<file path="src/hdl/line_ctrl_pkg.sv">
package line_ctrl_pkg;
	// Register offsets on the control port
	localparam logic [7:0] LINE_CONTROL_FIVE_OFS = 8'h1F;
	localparam logic [7:0] GROUND_START_OFS = 8'h20;
	// Reset values
	localparam logic [7:0] LINE_CONTROL_FIVE_RST = 8'h20;
	localparam logic [7:0] GROUND_START_RST = 8'h07;
	// Field positions, line-control register
	localparam int FULL_SCALE_BIT = 7;
	localparam int FAST_OFFHOOK_HI = 6;
	localparam int FAST_OFFHOOK_LO = 5;
	localparam int RSVD_HI_BIT = 4;
	localparam int ONHOOK_SPEED_HI_BIT = 3;
	localparam int RSVD_LO_BIT = 2;
	localparam int RX_HPF_BIT = 1;
	localparam int LINE_VOLT_FORCE_OFF_BIT = 0;
	// Field positions, ground-start register
	localparam int TIP_GROUND_SEEN_BIT = 2;
	localparam int TIP_DETECT_RELAY_BIT = 1;
	localparam int RING_GROUND_RELAY_BIT = 0;
	// Readable bits of the line-control register
	localparam logic [7:0] LINE_CONTROL_FIVE_MASK = 8'hEB;
	// Timing
	localparam int CLK_HZ = 125000000;
	localparam int MS_PER_S = 1000;
	localparam int MS_CYCLES = CLK_HZ / MS_PER_S;
	localparam int MS_W = 10;
	// Off-hook counter lengths in ms
	localparam logic [9:0] OFFHOOK_MS_00 = 10'h200;
	localparam logic [9:0] OFFHOOK_MS_01 = 10'h080;
	localparam logic [9:0] OFFHOOK_MS_10 = 10'h040;
	localparam logic [9:0] OFFHOOK_MS_11 = 10'h008;
	// On-hook release lengths in ms (fast one is immediate)
	localparam logic [9:0] ONHOOK_MS_FAST = 10'h000;
	localparam logic [9:0] ONHOOK_MS_ETSI = 10'h003;
	localparam logic [9:0] ONHOOK_MS_QUENCH = 10'h01A;
	localparam logic [1:0] SQUELCH_QUENCH = 2'h3;
	// Line voltage forced to zero at or below this magnitude in volts
	localparam logic [7:0] LINE_VOLT_FORCE_MAX = 8'h03;
endpackage : line_ctrl_pkg

</file>
<file path="src/hdl/ms_countdown.sv">
`timescale 1ns/1ps
// Millisecond down-counter, loaded by a pulse, stepped by a 1 ms enable
module ms_countdown (
	// Clock and reset
	input wire logic clk_i,
	input wire logic rstn_i,
	// Control
	input wire logic load_i,
	input wire logic [9:0] load_ms_i,
	input wire logic ms_tick_i,
	// Status
	output logic busy_o
);
	logic [9:0] count;

	// Load wins over a tick in the same cycle
	always_ff @(posedge clk_i) begin
		if (!rstn_i) begin
			count <= 10'h000;
		end else if (load_i) begin
			count <= load_ms_i;
		end else if (ms_tick_i && count != 10'h000) begin
			count <= count - 10'h001;
		end
	end

	assign busy_o = (count != 10'h000);
endmodule : ms_countdown

</file>
<file path="src/hdl/daa_line_ctrl_ground_start_regs.sv">
`timescale 1ns/1ps
// Notes on behaviour
// - Line-control register resets to 0x20, off-hook field at its default code.
// - Full-scale bit drives the converter full-scale level output.
// - Off-hook field bits 6:5 set counter length; 00 gives 512 ms.
// - On-hook speed from both speed bits and squelch: fast, 3 ms, 26 ms.
// - Filter bit picks receive high-pass corner, 5 Hz clear, 200 Hz set.
// - Force-off clear forces line voltage status to zero at 3 V or less in magnitude, either polarity.
// - Ground-start register resets with both relay bits at one.
// - Tip-ground status reads zero while tip current flows with the tip relay closed (tip detect bit zero), else one.
// - Tip detect bit zero closes the tip relay, one opens it.
// - Ring-ground bit zero closes the ring relay, one opens it.
module daa_line_ctrl_ground_start_regs #(
	parameter int MS_CYCLES = line_ctrl_pkg::MS_CYCLES
) (
	// Clock and reset
	input wire logic clk_i,
	input wire logic rstn_i,
	// Register port
	input wire logic [7:0] reg_addr_i,
	input wire logic reg_wr_i,
	input wire logic [7:0] reg_wdata_i,
	input wire logic reg_rd_i,
	output logic [7:0] reg_rdata_o,
	// Bits held in other registers
	input wire logic onhook_speed_lo_i,
	input wire logic [1:0] squelch_sel_i,
	input wire logic hook_request_i,
	// Line sensing
	input wire logic [7:0] line_volt_raw_i,
	input wire logic tip_current_i,
	// Analog controls
	output logic full_scale_o,
	output logic rx_hpf_corner_sel_o,
	output logic line_volt_force_off_o,
	output logic [7:0] line_volt_status_o,
	// Hook timing
	output logic offhook_valid_o,
	output logic loop_hold_o,
	// Relay drives, one means open
	output logic tip_detect_relay_ctl_o,
	output logic ring_ground_relay_ctl_o
);
	logic [7:0] line_control_five;
	logic tip_detect_relay_ctl;
	logic ring_ground_relay_ctl;
	logic tip_ground_seen;
	logic tip_meta;
	logic tip_sync;
	logic hook_q;
	logic [16:0] ms_div;
	logic ms_tick;
	logic offhook_busy;
	logic onhook_busy;
	logic hook_rise;
	logic hook_fall;
	logic [9:0] next_onhook_ms;
	logic [7:0] next_rdata;
	logic volt_small;

	// Off-hook length from the two-bit field
	function automatic logic [9:0] offhook_ms(input logic [1:0] sel);
		unique case (sel)
			2'h0: offhook_ms = line_ctrl_pkg::OFFHOOK_MS_00;
			2'h1: offhook_ms = line_ctrl_pkg::OFFHOOK_MS_01;
			2'h2: offhook_ms = line_ctrl_pkg::OFFHOOK_MS_10;
			2'h3: offhook_ms = line_ctrl_pkg::OFFHOOK_MS_11;
		endcase
	endfunction : offhook_ms

	// Line-control writes; reserved bits are kept at zero
	always_ff @(posedge clk_i) begin
		if (!rstn_i) begin
			line_control_five <= line_ctrl_pkg::LINE_CONTROL_FIVE_RST;
		end else if (reg_wr_i &&
			reg_addr_i == line_ctrl_pkg::LINE_CONTROL_FIVE_OFS) begin
			line_control_five <= reg_wdata_i &
				line_ctrl_pkg::LINE_CONTROL_FIVE_MASK;
		end
	end

	// Relay bits; reset leaves both relays open
	always_ff @(posedge clk_i) begin
		if (!rstn_i) begin
			tip_detect_relay_ctl <= 1'b1;
			ring_ground_relay_ctl <= 1'b1;
		end else if (reg_wr_i &&
			reg_addr_i == line_ctrl_pkg::GROUND_START_OFS) begin
			tip_detect_relay_ctl <=
				reg_wdata_i[line_ctrl_pkg::TIP_DETECT_RELAY_BIT];
			ring_ground_relay_ctl <=
				reg_wdata_i[line_ctrl_pkg::RING_GROUND_RELAY_BIT];
		end
	end

	// Tip current pin is asynchronous to clk_i
	always_ff @(posedge clk_i) begin
		if (!rstn_i) begin
			tip_meta <= 1'b0;
			tip_sync <= 1'b0;
		end else begin
			tip_meta <= tip_current_i;
			tip_sync <= tip_meta;
		end
	end

	// Current can only flow with the tip relay closed
	always_ff @(posedge clk_i) begin
		if (!rstn_i) begin
			tip_ground_seen <= 1'b1;
		end else begin
			tip_ground_seen <= ~(tip_sync & ~tip_detect_relay_ctl);
		end
	end

	// Analog control and relay outputs
	always_ff @(posedge clk_i) begin
		if (!rstn_i) begin
			full_scale_o <= 1'b0;
			rx_hpf_corner_sel_o <= 1'b0;
			line_volt_force_off_o <= 1'b0;
			tip_detect_relay_ctl_o <= 1'b1;
			ring_ground_relay_ctl_o <= 1'b1;
		end else begin
			full_scale_o <= line_control_five[line_ctrl_pkg::FULL_SCALE_BIT];
			rx_hpf_corner_sel_o <=
				line_control_five[line_ctrl_pkg::RX_HPF_BIT];
			line_volt_force_off_o <=
				line_control_five[line_ctrl_pkg::LINE_VOLT_FORCE_OFF_BIT];
			tip_detect_relay_ctl_o <= tip_detect_relay_ctl;
			ring_ground_relay_ctl_o <= ring_ground_relay_ctl;
		end
	end

	// Small voltages of either polarity, two's complement
	assign volt_small = ($signed(line_volt_raw_i) <=
		$signed(line_ctrl_pkg::LINE_VOLT_FORCE_MAX)) &&
		($signed(line_volt_raw_i) >=
		-$signed(line_ctrl_pkg::LINE_VOLT_FORCE_MAX));

	// Status reading; forcing hides noise near zero volts
	always_ff @(posedge clk_i) begin
		if (!rstn_i) begin
			line_volt_status_o <= 8'h00;
		end else if (volt_small &&
			!line_control_five[line_ctrl_pkg::LINE_VOLT_FORCE_OFF_BIT]) begin
			line_volt_status_o <= 8'h00;
		end else begin
			line_volt_status_o <= line_volt_raw_i;
		end
	end

	// 1 ms enable; timers therefore carry up to 1 ms of phase error
	always_ff @(posedge clk_i) begin
		if (!rstn_i) begin
			ms_div <= 17'h00000;
			ms_tick <= 1'b0;
		end else if (ms_div == 17'(MS_CYCLES - 1)) begin
			ms_div <= 17'h00000;
			ms_tick <= 1'b1;
		end else begin
			ms_div <= ms_div + 17'h00001;
			ms_tick <= 1'b0;
		end
	end

	// Hook edges
	always_ff @(posedge clk_i) begin
		if (!rstn_i) begin
			hook_q <= 1'b0;
		end else begin
			hook_q <= hook_request_i;
		end
	end
	assign hook_rise = hook_request_i & ~hook_q;
	assign hook_fall = ~hook_request_i & hook_q;

	// On-hook release time from the speed bits and squelch
	always_comb begin
		next_onhook_ms = line_ctrl_pkg::ONHOOK_MS_FAST;
		if (onhook_speed_lo_i &&
			squelch_sel_i == line_ctrl_pkg::SQUELCH_QUENCH) begin
			next_onhook_ms = line_ctrl_pkg::ONHOOK_MS_QUENCH;
		end else if (!onhook_speed_lo_i &&
			line_control_five[line_ctrl_pkg::ONHOOK_SPEED_HI_BIT] &&
			squelch_sel_i == 2'h0) begin
			next_onhook_ms = line_ctrl_pkg::ONHOOK_MS_ETSI;
		end
	end

	// Off-hook qualification counter
	ms_countdown u_offhook (
		.clk_i(clk_i),
		.rstn_i(rstn_i),
		.load_i(hook_rise),
		.load_ms_i(offhook_ms(line_control_five[
			line_ctrl_pkg::FAST_OFFHOOK_HI:line_ctrl_pkg::FAST_OFFHOOK_LO])),
		.ms_tick_i(ms_tick),
		.busy_o(offhook_busy)
	);

	// On-hook release counter
	ms_countdown u_onhook (
		.clk_i(clk_i),
		.rstn_i(rstn_i),
		.load_i(hook_fall),
		.load_ms_i(next_onhook_ms),
		.ms_tick_i(ms_tick),
		.busy_o(onhook_busy)
	);

	// Hook timing outputs
	always_ff @(posedge clk_i) begin
		if (!rstn_i) begin
			offhook_valid_o <= 1'b0;
			loop_hold_o <= 1'b0;
		end else begin
			offhook_valid_o <= hook_q & hook_request_i & ~offhook_busy;
			loop_hold_o <= hook_request_i | hook_fall | onhook_busy;
		end
	end
	// Read data; unmapped offsets read zero
	always_comb begin
		next_rdata = 8'h00;
		if (reg_addr_i == line_ctrl_pkg::LINE_CONTROL_FIVE_OFS) begin
			next_rdata = line_control_five;
		end else if (reg_addr_i == line_ctrl_pkg::GROUND_START_OFS) begin
			next_rdata = {5'h00, tip_ground_seen, tip_detect_relay_ctl,
				ring_ground_relay_ctl};
		end
	end
	// Read data stands until the next read
	always_ff @(posedge clk_i) begin
		if (!rstn_i) begin
			reg_rdata_o <= 8'h00;
		end else if (reg_rd_i) begin
			reg_rdata_o <= next_rdata;
		end
	end
endmodule : daa_line_ctrl_ground_start_regs

</file>
<file path="config.mk">
export PLATFORM = sky130hd
export DESIGN_NAME = daa_line_ctrl_ground_start_regs
export DESIGN_NICKNAME = d
export VERILOG_FILES = /design/src/hdl/line_ctrl_pkg.sv /design/src/hdl/ms_countdown.sv /design/src/hdl/daa_line_ctrl_ground_start_regs.sv
export SDC_FILE = /design/constraint.sdc
export NUM_CORES = 1
export LEC_CHECK = 0
export BUFFER_PORTS_ARGS = -buffer_cell sky130_fd_sc_hd__buf_2
export CORE_UTILIZATION = 28
export CTS_CLUSTER_DIAMETER = 50
export DETAILED_ROUTE_END_ITERATION = 8
export PLACE_DENSITY = 0.56
export SLEW_MARGIN = 30
export SYNTH_ARGS = -nofsm -noshare
export SYNTH_HDL_FRONTEND = slang
export SYNTH_SLANG_ARGS = --single-unit
</file>
<file path="constraint.sdc">
create_clock -name clk_i -period 4.6 [get_ports clk_i]
set_input_delay 0.69 -clock clk_i [delete_from_list [all_inputs] [get_ports clk_i]]
set_output_delay 0.69 -clock clk_i [all_outputs]
set_load 0.01 [all_outputs]
</file>
==> metrics.md, run 1 <==
| Metric | Value |
|---|---|
| WHS Path Cells | 1 |
| Power Density | 345 mW/mm² |
| Reg-to-reg critical path endpoint | ms_div[9] |
| Initial DRC count | roughly 140 |
| Syn_nets | roughly 390 |
| Area of the die | 0.0115 mm² |
| Vias in the first global route | about 2.5k |
| Routability Congestion | 0.769 |
| Warnings, synthesis | 0 |
| Worst slew pin tran | roughly 0.67 ns |
| Nets@finish | roughly 440 |
| Post-route DRC | 0 |
| Startpoint Class | input port |
| H-tree Lvls | 3 |
| Cells along the critical path | buf_2 -> inv_1 -> nor3_1 -> and2_1 |
| Final WL | between 6 and 7 mm |
| Yosys top cell by area | dfxtp_1 |
| Crit path max fanout | 24 |
| Worst min-delay path category | flip-flop to flip-flop |
| Critical path type | input port to flip-flop |
| Die Span X | approximately 110 µm |
| Post-route clock skew | 0.00656 ns |
| Core Footprint | about 0.011 mm² |
| Async SR Flop Fraction | 0 |
| Worst reg-to-reg path cell count | 4 |
| Crit share post-route | 0.424 |
| Synthesized area per cell | between 8 and 9 µm² |
| Hold EP | tip_ground_seen |
| Final Critical Period | between 1.5 and 2 ns |
| Initial Util | 0.286 |
| Number of routed nets with antenna violations | 0 |
| Leak | roughly 1.4 nW |
| Filler cells | about 1.2k |
| Cell count along the critical path | 4 |
| Post-CTS resize count | 0 |
| CP required | 4.89 ns |
| Row count | 38 |
| First-pass GRT wire length | between 10 and 15 mm |
| Final Util | 0.343 |
| RSZ-0062 raised after global routing | no |
| CTS Hold Buffers Added | 0 |
| PortBufs | between 50 and 60 |
| Final Hold Vio Count | 0 |
| Clk pin slew, worst setup/hold paths | about 0.080 ns |
| Synth cell count leaders | dfxtp_1 (72), nor2_1 (43), nand2_1 (33), nand3_1 (28), a21oi_1 (20) |
| Final setup margin | about 2.6 ns |
| Final Max Tran Viols | 0 |
| Initial antenna violation count | 0 |
| Clock tree from TritonCTS | done |
| Bufs and invs on worst path | 2 |
| Max incr delay on CP | approximately 0.61 ns |
| Flops & latches, synth | 72 |
| Area delta synth->final | 20.0% |
| CP delay by family, top | simple AND/OR/NAND/NOR gates |
| Slowest-stage cell, CP | nor3_1 |
| Hold_sp | tip_sync |
| Synthesized instance count | 355 |
| GRT Total Usage | 0.134 |
| Setup Fix Bufs, Post-CTS | 0 |
| Total global routing overflow | 0 |
| Post-DP HPWL | between 4 and 5 mm |
| MaxCap Viol Count | 0 |
| Max clock buf depth | 2 |
| Most frequent cell after synthesis | dfxtp_1 |
| Mapped Area | 0.00310 mm² |
| Clock root cell | clkbuf_8 |
| DRT Pass-1 Iters | 4 |
| Via density | between 4 and 5 |
| Top-Level Pins | between 50 and 60 |
| Post-synth EDFFs | 0 |
| Peak Freq | about 510 MHz |
| Vias | 2644 |
| Clk_lat worst skew | ~0.35 ns |
| WL/cell | between 10 and 15 µm |
| Final setup viols | 0 |
| Seq/Total Area, Yosys | 0.465 |
| Placement Setup Slack | 2.23 ns |
| Slew margin rel. | 0.556 |
| Primary FF master, synth | dfxtp_1 |
| Worst EP arrival | 2.25 ns |
| Crit end category | flip-flop |
| Final setup TNS | 0 ns |
| Total Power | roughly 1.3 mW |
| Die H | ~110 µm |
| CTS Sinks | a little over 70 |
| Share of Yosys cell area claimed by the top area cell type | 0.465 |
| Layout cell share with drive strength beyond 1 | 0.200 |
| R2R Setup Slk | 2.68 ns |
| Outcome | completed |
| Antenna diode count | 0 |
| Worst vdd ir | 0.184 mV |
| Cell variety after synth | 50 |
| CTS Buf Count | 9 |
| Largest net degree at the start of global routing | 25 |
| Synth area leaders | dfxtp_1 (46%), nor2_1 (5.2%), nand3_1 (4.5%) |
| Worst r2r src | ms_div[7] |
## per-layer routing
metal / global-route usage / wire length [µm] / share of wire / vias to the layer above
li1: - / - / - / 1355
met3: 0.0551 / 403 / 0.058 / 10
met5: 0 / 0 / 0 / -
met1: 0.165 / 3180 / 0.46 / 1235
met2: 0.207 / 3230 / 0.47 / 44
met4: 0.0548 / 108 / 0.016 / 0
## layout by cell type (no fill, tap or decap), types with 2 or more instances in the layout
cell       synthesis  final
inv_1             13     13
clkinv_2           0      3
and2_1            14     14
nor4_1            12     12
clkbuf_8           0     10
a21oi_1           20     20
or4b_1             2      2
ha_1               5      5
o41ai_1            2      2
xnor2_1           16     16
nand4b_1           3      3
a31oi_1            7      7
dfxtp_1           72     72
nand3_1           28     28
o21ai_0           10     10
or2_2              3      3
mux2i_1            7      7
bufinv_16          0      2
nor2_1            43     43
nand2b_1           5      5
or4_1              5      5
nand4_1            4      4
nor3_1             7      7
xor2_1             2      2
nand2_1           33     33
a221oi_1           2      2
buf_2              2     52
nor2b_1            2      2
or3b_2             2      2
a41o_2             2      2
## stage by stage
stage / instance area [µm²] / hold slack (ns) / std cells
2_1_floorplan: 3100 / 0.368 / 355
3_3_place_gp: 3490 / 0.372 / 535
3_5_place_dp: 3500 / 0.377 / 535
4_1_cts: 3720 / 0.395 / 551
5_1_grt: 3720 / 0.426 / 551
6_report: 3720 / 0.391 / 551
## worst max path at each step
stage,start,end
floorplan,reg_wr_i,line_control_five[5]
global placement,rstn_i,line_volt_status_o[0]
detailed placement,rstn_i,line_volt_status_o[6]
CTS,u_offhook.count[0],u_offhook.count[4]
global route,rstn_i,line_volt_status_o[1]
finish,rstn_i,line_volt_status_o[6]
## layout make-up
class                      instances  area, µm²  area share
sequential                        72       1440       0.387
timing repair buffer              52        260      0.0699
clock buffer                      10        138      0.0370
multi-input combinational        258       1580       0.424
inverter                          13       48.8      0.0131
clock inverter                     6       82.6      0.0222
tap                              140        175      0.0471
## report_power, final
part / leakage [nW] / switching (mW) / total (mW) / internal (mW)
Sequential: 0.585 / 0.00691 / 0.643 / 0.636
Clock: 0.112 / 0.238 / 0.555 / 0.317
Combinational: 0.729 / 0.0513 / 0.0853 / 0.0339
## worst register-to-register path, cell delays in order (launching register included)
cell and delay [ns]:
dfxtp_1 0.36, nor4_1 0.38, nand4b_1 0.25, o31ai_4 0.68
nor2_1 0.12
## registers in the layout, summed over array words and instances, names as in the netlist
| signal | cells |
|---|---|
| ms_div | 17 |
| offhook_valid_o | 1 |
| tip_ground_seen | 1 |
| reg_rdata_o | 7 |
| tip_detect_relay_ctl | 1 |
| tip_sync | 1 |
| line_volt_status_o | 8 |
| tip_meta | 1 |
| ms_tick | 1 |
| line_control_five | 6 |
| full_scale_o | 1 |
| rx_hpf_corner_sel_o | 1 |
| ring_ground_relay_ctl_o | 1 |
| hook_q | 1 |
| line_volt_force_off_o | 1 |
| loop_hold_o | 1 |
| tip_detect_relay_ctl_o | 1 |
| u_offhook.count | 10 |
| u_onhook.count | 10 |
| ring_ground_relay_ctl | 1 |
## kinds of logic after synthesis
family | after synthesis | synth area share
AO/OA/AOI/OAI | 52 | 0.113
XOR/XNOR | 18 | 0.0508
adder cells (fa/ha/maj) | 5 | 0.0202
buffers and inverters | 25 | 0.0323
flip-flops | 72 | 0.465
multiplexers | 7 | 0.0226
other | 1 | 0.00121
AND/OR/NAND/NOR | 175 | 0.296
Note: power is estimated with default switching activity, not from simulation.
==> run 2: changes to the inputs <==
--- a/config.mk
+++ b/config.mk
@@ -5,11 +5,12 @@
 export SDC_FILE = /design/constraint.sdc
 export NUM_CORES = 1
 export LEC_CHECK = 0
+export ABC_AREA = 1
 export BUFFER_PORTS_ARGS = -buffer_cell sky130_fd_sc_hd__buf_2
 export CORE_UTILIZATION = 28
 export CTS_CLUSTER_DIAMETER = 50
 export DETAILED_ROUTE_END_ITERATION = 8
-export PLACE_DENSITY = 0.56
+export PLACE_DENSITY = 0.55
 export SLEW_MARGIN = 30
 export SYNTH_ARGS = -nofsm -noshare
 export SYNTH_HDL_FRONTEND = slang
==> constraint.sdc (replaced) <==
create_clock -name clk_i -period 1.8 [get_ports clk_i]
set_input_delay 0.27 -clock clk_i [delete_from_list [all_inputs] [get_ports clk_i]]
set_output_delay 0.27 -clock clk_i [all_outputs]
set_load 0.01 [all_outputs]
==> metrics.md, run 2 <==
| Metric | Value |
|---|---|
| Die H | 112 µm (+4.5%) |
| Row count | 39 (+2.6%) |
| CTS Sinks | 72 (unchanged) |
| Total global routing overflow | 0 (unchanged) |
| Yosys top cell by area | dfxtp_1 |
| Final WL | 7.50 mm (+8.3%) |
| Synth cell count leaders | nand2_1 (101), nor2_1 (94), inv_1 (77), dfxtp_1 (72), nand3_1 (38) |
| Violated checks | DRC |
| Post-synth EDFFs | 0 (unchanged) |
| Warnings, synthesis | 0 (unchanged) |
| Flops & latches, synth | 72 (unchanged) |
| Synth area leaders | dfxtp_1 (42%), nand2_1 (11%), nor2_1 (10%) |
| Crit path max fanout | 8 (-67%) |
| Nets@finish | 595 (+34%) |
| Worst r2r src | u_onhook.count[0] |
| Cell variety after synth | 30 (-40%) |
| Area delta synth->final | 22.8% |
| Clock root cell | clkbuf_16 |
| Max clock buf depth | 2 (unchanged) |
| First-pass GRT wire length | 13.6 mm (+13%) |
| Top-Level Pins | 56 (unchanged) |
| Worst vdd ir | 0.487 mV (+160%) |
| DRT Pass-1 Iters | 8 (+4) |
| RSZ-0062 raised after global routing | no |
| GRT Total Usage | 0.133 (-0.00134) |
| Mapped Area | 0.00340 mm² (+9.5%) |
| Area of the die | 0.0126 mm² (+9.3%) |
| Most frequent cells in the layout | nand2_1 (101), nor2_1 (94), inv_1 (77) |
| Crit path launch | u_onhook.count[0] |
| Filler cells | 1242 (+7.2%) |
| Seq/Total Area, Yosys | 0.424 (-0.0402) |
| Max reg flops | 17 (unchanged) |
| CP required | 2.03 ns (-2.86 ns) |
| Vias in the first global route | 3065 (+21%) |
| Post-CTS resize count | 0 (unchanged) |
| Clk_lat worst skew | 0.33 ns (-0.02 ns) |
| Peak Freq | 666 MHz |
| MaxCap Viol Count | 0 (unchanged) |
| Final setup TNS | 0 ns (unchanged) |
| PortBufs | 52 (unchanged) |
| Final Max Tran Viols | 0 (unchanged) |
| Most flops, register | ms_div |
| Multi-input logic area | 0.00161 mm² (+2.4%) |
| Layout cell share with drive strength beyond 1 | 0.158 (-0.0412) |
| Die Span X | 112 µm (+4.5%) |
| DP Cell Count | 689 (+29%) |
| Critical Path Sink | u_onhook.count[1] |
| Initial DRC count | 192 (+41%) |
| Worst EP arrival | 1.73 ns (-0.52 ns) |
| Primary FF master, synth | dfxtp_1 |
| Most frequent cell after synthesis | nand2_1 |
| Vias | 3154 (+19%) |
| Critical path type | flip-flop to flip-flop |
| Final Hold Vio Count | 0 (unchanged) |
| Post-route clock skew | 0.00568 ns (-0.000882 ns) |
| Synthesized instance count | 498 (+40%) |
| Clk pin slew, worst setup/hold paths | 0.06 ns (-0.02 ns) |
| Leak | 2.00 nW (+40%) |
| Final setup viols | 0 (unchanged) |
| Power Density | 983 mW/mm² (+190%) |
| Post-route DRC | 2 (+2) |
| Routability Congestion | 0.813 (+5.8%) |
| CTS Buf Count | 9 (unchanged) |
| H-tree Lvls | 3 (unchanged) |
| Initial Util | 0.293 (+0.00626) |
| Syn_nets | 536 (+36%) |
| Cell Count, Final, Fillers Out | 705 (+28%) |
| Largest net degree at the start of global routing | 33 (+32%) |
| Synthesized area per cell | 6.82 µm² (-22%) |
| Core Footprint | 0.0116 mm² (+7.1%) |
| Crit share post-route | 0.835 |
| Post-DP HPWL | 5.58 mm (+12%) |
| Startpoint Class | flip-flop |
| Async SR Flop Fraction | 0 (unchanged) |
| R2R Setup Slk | 0.30 ns (-2.38 ns) |
| Setup Fix Bufs, Post-CTS | 0 (unchanged) |
| Antenna diode count | 0 (unchanged) |
| Reg-to-reg critical path endpoint | u_onhook.count[1] |
| Via density | 4.47 (-6.8%) |
| Commonest non-fill, non-tap cell in the layout | nand2_1 |
| Share of Yosys cell area claimed by the top area cell type | 0.424 (-0.0402) |
| Clock tree from TritonCTS | done |
| Final Critical Period | about 1.5 ns |
| WHS Path Cells | 3 (+2) |
| Sequential cell area | 0.00144 mm² (unchanged) |
| Crit end category | flip-flop |
| Number of routed nets with antenna violations | 0 (unchanged) |
| WL/cell | 10.6 µm (-15%) |
| CTS Hold Buffers Added | 0 (unchanged) |
| Outcome | complete, but fails checks |
| Biggest regs | ms_div: 17 flops, u_offhook.count: 10 flops, u_onhook.count: 10 flops |
| Initial antenna violation count | 0 (unchanged) |
| Worst min-delay path category | input port to flip-flop |
| Worst reg-to-reg path cell count | 10 (+6) |
## run 2: worst min-delay path by stage
stage	from	to
2_1_floorplan	tip_sync	tip_ground_seen
3_3_place_gp	tip_sync	tip_ground_seen
3_5_place_dp	tip_sync	tip_ground_seen
4_1_cts	tip_current_i	tip_meta
5_1_grt	tip_current_i	tip_meta
6_report	tip_current_i	tip_meta
## run 2: kinds of logic (layout without fill, tap and decap cells)
kind of cell    Yosys count  count (layout)  synth area share
simple gates            277             277             0.360
buf+inv                  87             151             0.101
flops                    72              72             0.424
compound gates           49              49            0.0777
xor+xnor                  7               7            0.0180
fa+ha+maj                 5               5            0.0184
other cells               1               1           0.00110
## run 2: power breakdown
part	switching [mW]	leakage (nW)	internal [mW]	total, mW
Sequential	0.0235	0.586	1.64	1.66
Clock	0.674	0.173	1.43	2.11
Combinational	0.208	1.24	0.123	0.331
Total	0.906	2.00	3.19	4.10
## run 2: through the flow
step	utilization	hold WS, ns	cell area [µm²]	power (mW)	worst slack (ns)
5_1_grt	0.359	0.116	4170	4.29	0.0574
6_report	0.359	0.126	4170	4.10	0.298
4_1_cts	0.359	0.115	4170	4.16	0.265
3_3_place_gp	0.329	0.369	3820	2.02	0.310
3_5_place_dp	0.329	0.383	3820	2.03	0.274
2_1_floorplan	-	0.367	3400	1.92	0.492
## run 2: worst max-delay path, cell delays in order, from the launching register on
cell and delay, ns:
dfxtp_1 0.35, inv_1 0.11, ha_1 0.22, nand3_1 0.08
nor2_1 0.04, nand2_1 0.17, nand2_4 0.13, nand2_4 0.11
inv_1 0.06, nor2_1 0.09, nor2_1 0.05
## run 2: layer usage
| layer | part of all wire | GRT usage | up-vias |
|---|---|---|---|
| met2 | 0.45 | 0.217 | 46 |
| met5 | 0 | 0 | - |
| met1 | 0.48 | 0.161 | 1421 |
| li1 | - | - | 1678 |
| met4 | 0.012 | 0.0507 | 0 |
| met3 | 0.053 | 0.0464 | 9 |
## run 2: area by class of cell
type,instances,share of cell area
clock inverter,4,0.0237
multi-input combinational,339,0.387
clock buffer,12,0.0615
sequential,72,0.345
timing repair buffer,55,0.0678
inverter,80,0.0720
tap,143,0.0429
==> run 3: changes to the inputs <==
--- a/config.mk
+++ b/config.mk
@@ -10,7 +10,7 @@
 export CORE_UTILIZATION = 28
 export CTS_CLUSTER_DIAMETER = 50
 export DETAILED_ROUTE_END_ITERATION = 8
-export PLACE_DENSITY = 0.55
+export PLACE_DENSITY = 0.57
 export SLEW_MARGIN = 30
 export SYNTH_ARGS = -nofsm -noshare
 export SYNTH_HDL_FRONTEND = slang
==> constraint.sdc (replaced) <==
create_clock -name clk_i -period 1.3 [get_ports clk_i]
set_input_delay 0.195 -clock clk_i [delete_from_list [all_inputs] [get_ports clk_i]]
set_output_delay 0.195 -clock clk_i [all_outputs]
set_load 0.01 [all_outputs]
==> metrics.md, run 3 (synthesized netlist as in run 2, its figures left out) <==
| Metric | Value |
|---|---|
| Outcome | complete, but fails checks |
| Violated checks | DRC, setup timing |
| Final Max Tran Viols | 0 (unchanged) |
| Final WL | 8.00 mm (+6.7%) |
| DRT Pass-1 Iters | 6 (-2) |
| Design area | 0.00461 mm² (+10%) |
| Initial DRC count | 126 (-34%) |
| Placed cell area | 0.00404 mm² (+5.8%) |
| CP required | 1.53 ns (-0.50 ns) |
| Filler cells | 1237 (-0.40%) |
| Cells along the critical path | inv_4 -> ha_4 -> nand2_2 -> nor2_1 -> nand2_1 -> nand2_4 -> nand2_4 -> nand2_1 -> nor2_1 -> nor2_1 |
| Worst vdd ir | 0.865 mV (+78%) |
| Crit path top cell by count | nor2_1 |
| PortBufs | 52 (unchanged) |
| Clk_lat worst skew | 0.33 ns (about the same) |
| Post-route DRC | 1 (-1) |
| Power Density | 1170 mW/mm² (+19%) |
| Startpoint Class | flip-flop |
| Commonest non-fill, non-tap cell in the layout | nand2_1 |
| Final Critical Period | 1.30 ns (-0.198 ns) |
| Clock tree from TritonCTS | done |
| Nets@finish | 631 (+6.1%) |
| Die H | 112 µm (unchanged) |
| Crit end category | flip-flop |
| Antenna diode count | 0 (unchanged) |
| Initial antenna violation count | 0 (unchanged) |
| Most frequent cells in the layout | nand2_1 (95), nor2_1 (81), inv_1 (69) |
| Crit share post-route | 1.00 (+0.169) |
| Via density | 4.42 (-1.1%) |
| CTS Buf Count | 9 (unchanged) |
| Clock root cell | clkbuf_16 |
| Final setup viols | 3 (+3) |
| Multi-input logic area | 0.00181 mm² (+12%) |
| Biggest regs | ms_div: 17 flops, u_offhook.count: 10 flops, u_onhook.count: 10 flops |
| First-pass GRT wire length | 13.8 mm (+1.6%) |
| WL/cell | 10.8 µm (+1.5%) |
| Routability Congestion | 0.819 (+0.73%) |
| Crit path max fanout | 8 (unchanged) |
| Clk pin slew, worst setup/hold paths | 0.06 ns (about the same) |
| Worst min-delay path category | input port to flip-flop |
| CTS Sinks | 72 (unchanged) |
| Worst EP arrival | 1.53 ns (-0.20 ns) |
| Die Span X | 112 µm (unchanged) |
| Total global routing overflow | 0 (unchanged) |
| Area of the die | 0.0126 mm² (unchanged) |
| GRT Total Usage | 0.133 (-0.000278) |
| Leak | 2.18 nW (+9.0%) |
| Slowest-stage cell, CP | dfxtp_2 |
| Top-Level Pins | 56 (unchanged) |
| Layout cell share with drive strength beyond 1 | 0.294 (+0.136) |
| Worst r2r src | u_offhook.count[1] |
| Initial Util | 0.293 (unchanged) |
| Hold_sp | tip_current_i |
| Crit path launch | u_offhook.count[1] |
| Most flops, register | ms_div |
| Peak Freq | 767 MHz (+15%) |
| Post-DP HPWL | 5.74 mm (+2.8%) |
| Final Hold Vio Count | 0 (unchanged) |
| Final setup TNS | -0.00949 ns (-0.00949 ns) |
| Sequential cell area | 0.00145 mm² (+0.78%) |
| Max incr delay on CP | 0.35 ns (about the same) |
| Vias | 3277 (+3.9%) |
| Max reg flops | 17 (unchanged) |
| Max clock buf depth | 2 (unchanged) |
| Vias in the first global route | 3228 (+5.3%) |
| Final setup margin | -0.00411 ns (-0.302 ns) |
| Critical path type | flip-flop to flip-flop |
| Core Footprint | 0.0116 mm² (unchanged) |
| MaxCap Viol Count | 0 (unchanged) |
| H-tree Lvls | 3 (unchanged) |
| Number of routed nets with antenna violations | 0 (unchanged) |
| Row count | 39 (unchanged) |
| Post-route clock skew | 0.00835 ns (+0.00268 ns) |
| Largest net degree at the start of global routing | 33 (unchanged) |
| Area delta synth->final | 35.7% |
| RSZ-0062 raised after global routing | yes |
run 3: changes by cell type in the layout (fill, tap and decap cells not counted), moves of 5 or more:
cell,before,now
o21ai_0,25,19
nand2_1,101,95
buf_4,3,34
nor2_1,94,81
dfxtp_2,0,9
inv_2,2,7
inv_1,77,69
nor2_2,3,15
dfxtp_1,72,63
run 3: final timing paths:
| path | to | slack [ns] | depth (start not counted) |
|---|---|---|---|
| max | u_offhook.count[6] | -0.004 | 10 |
| min | tip_meta | 0.05 | 3 |
| max reg2reg | u_offhook.count[6] | -0.004 | 10 |
| min reg2reg | tip_ground_seen | 0.39 | 1 |
run 3: where the power goes:
part / leakage (nW) / internal, mW / switching (mW)
combinational: 1.45 / 0.281 / 0.350
sequential: 0.590 / 2.27 / 0.0337
clock: 0.139 / 1.49 / 0.954
total: 2.18 / 4.04 / 1.34
run 3: layout make-up:
cell class / instances / share of cell area
multi-input cells: 340 / 0.393
clock buffers: 10 / 0.0497
flip-flops and latches: 72 / 0.315
inverters: 80 / 0.0668
well taps: 143 / 0.0388
clock inverters: 6 / 0.0147
repair buffers: 90 / 0.122
run 3: critical path, delay by kind of cell (launching register included):
family        cells  cell delay, ns
fa+ha+maj         1            0.15
flops             1            0.35
buf+inv           1            0.05
simple gates      8            0.64
run 3: per-layer routing:
| metal | vias to the layer above | GRT usage | routed length, µm |
|---|---|---|---|
| li1 | 1756 | - | - |
| met1 | 1469 | 0.155 | 3760 |
| met2 | 44 | 0.235 | 3830 |
| met3 | 8 | 0.0394 | 334 |
| met4 | 0 | 0.0400 | 76 |
| met5 | - | 0 | 0 |
run 3: what timing repair did:
| item | in CTS | in global routing |
|---|---|---|
| hold endpoints to repair | 0 | 0 |
| gates cloned | 0 | 1 |
| buffers inserted | 5 | 2 |
| pin swaps | 8 | 16 |
| setup endpoints to repair | 35 | 40 |
| gates resized for setup | 37 | 36 |
| hold buffers | 0 | 0 |
run 3: per-stage QoR:
step | setup WS [ns] | util | std cells | hold WS, ns | total power [mW]
finish | -0.00411 | 0.397 | 741 | 0.0510 | 5.38
CTS | -0.0340 | 0.384 | 738 | 0.0427 | 5.41
floorplan | 0.0138 | - | 498 | 0.293 | 2.66
global placement | -0.0789 | 0.348 | 718 | 0.371 | 2.87
global route | -0.112 | 0.397 | 741 | 0.0518 | 5.62
detailed placement | -0.106 | 0.348 | 718 | 0.370 | 2.88
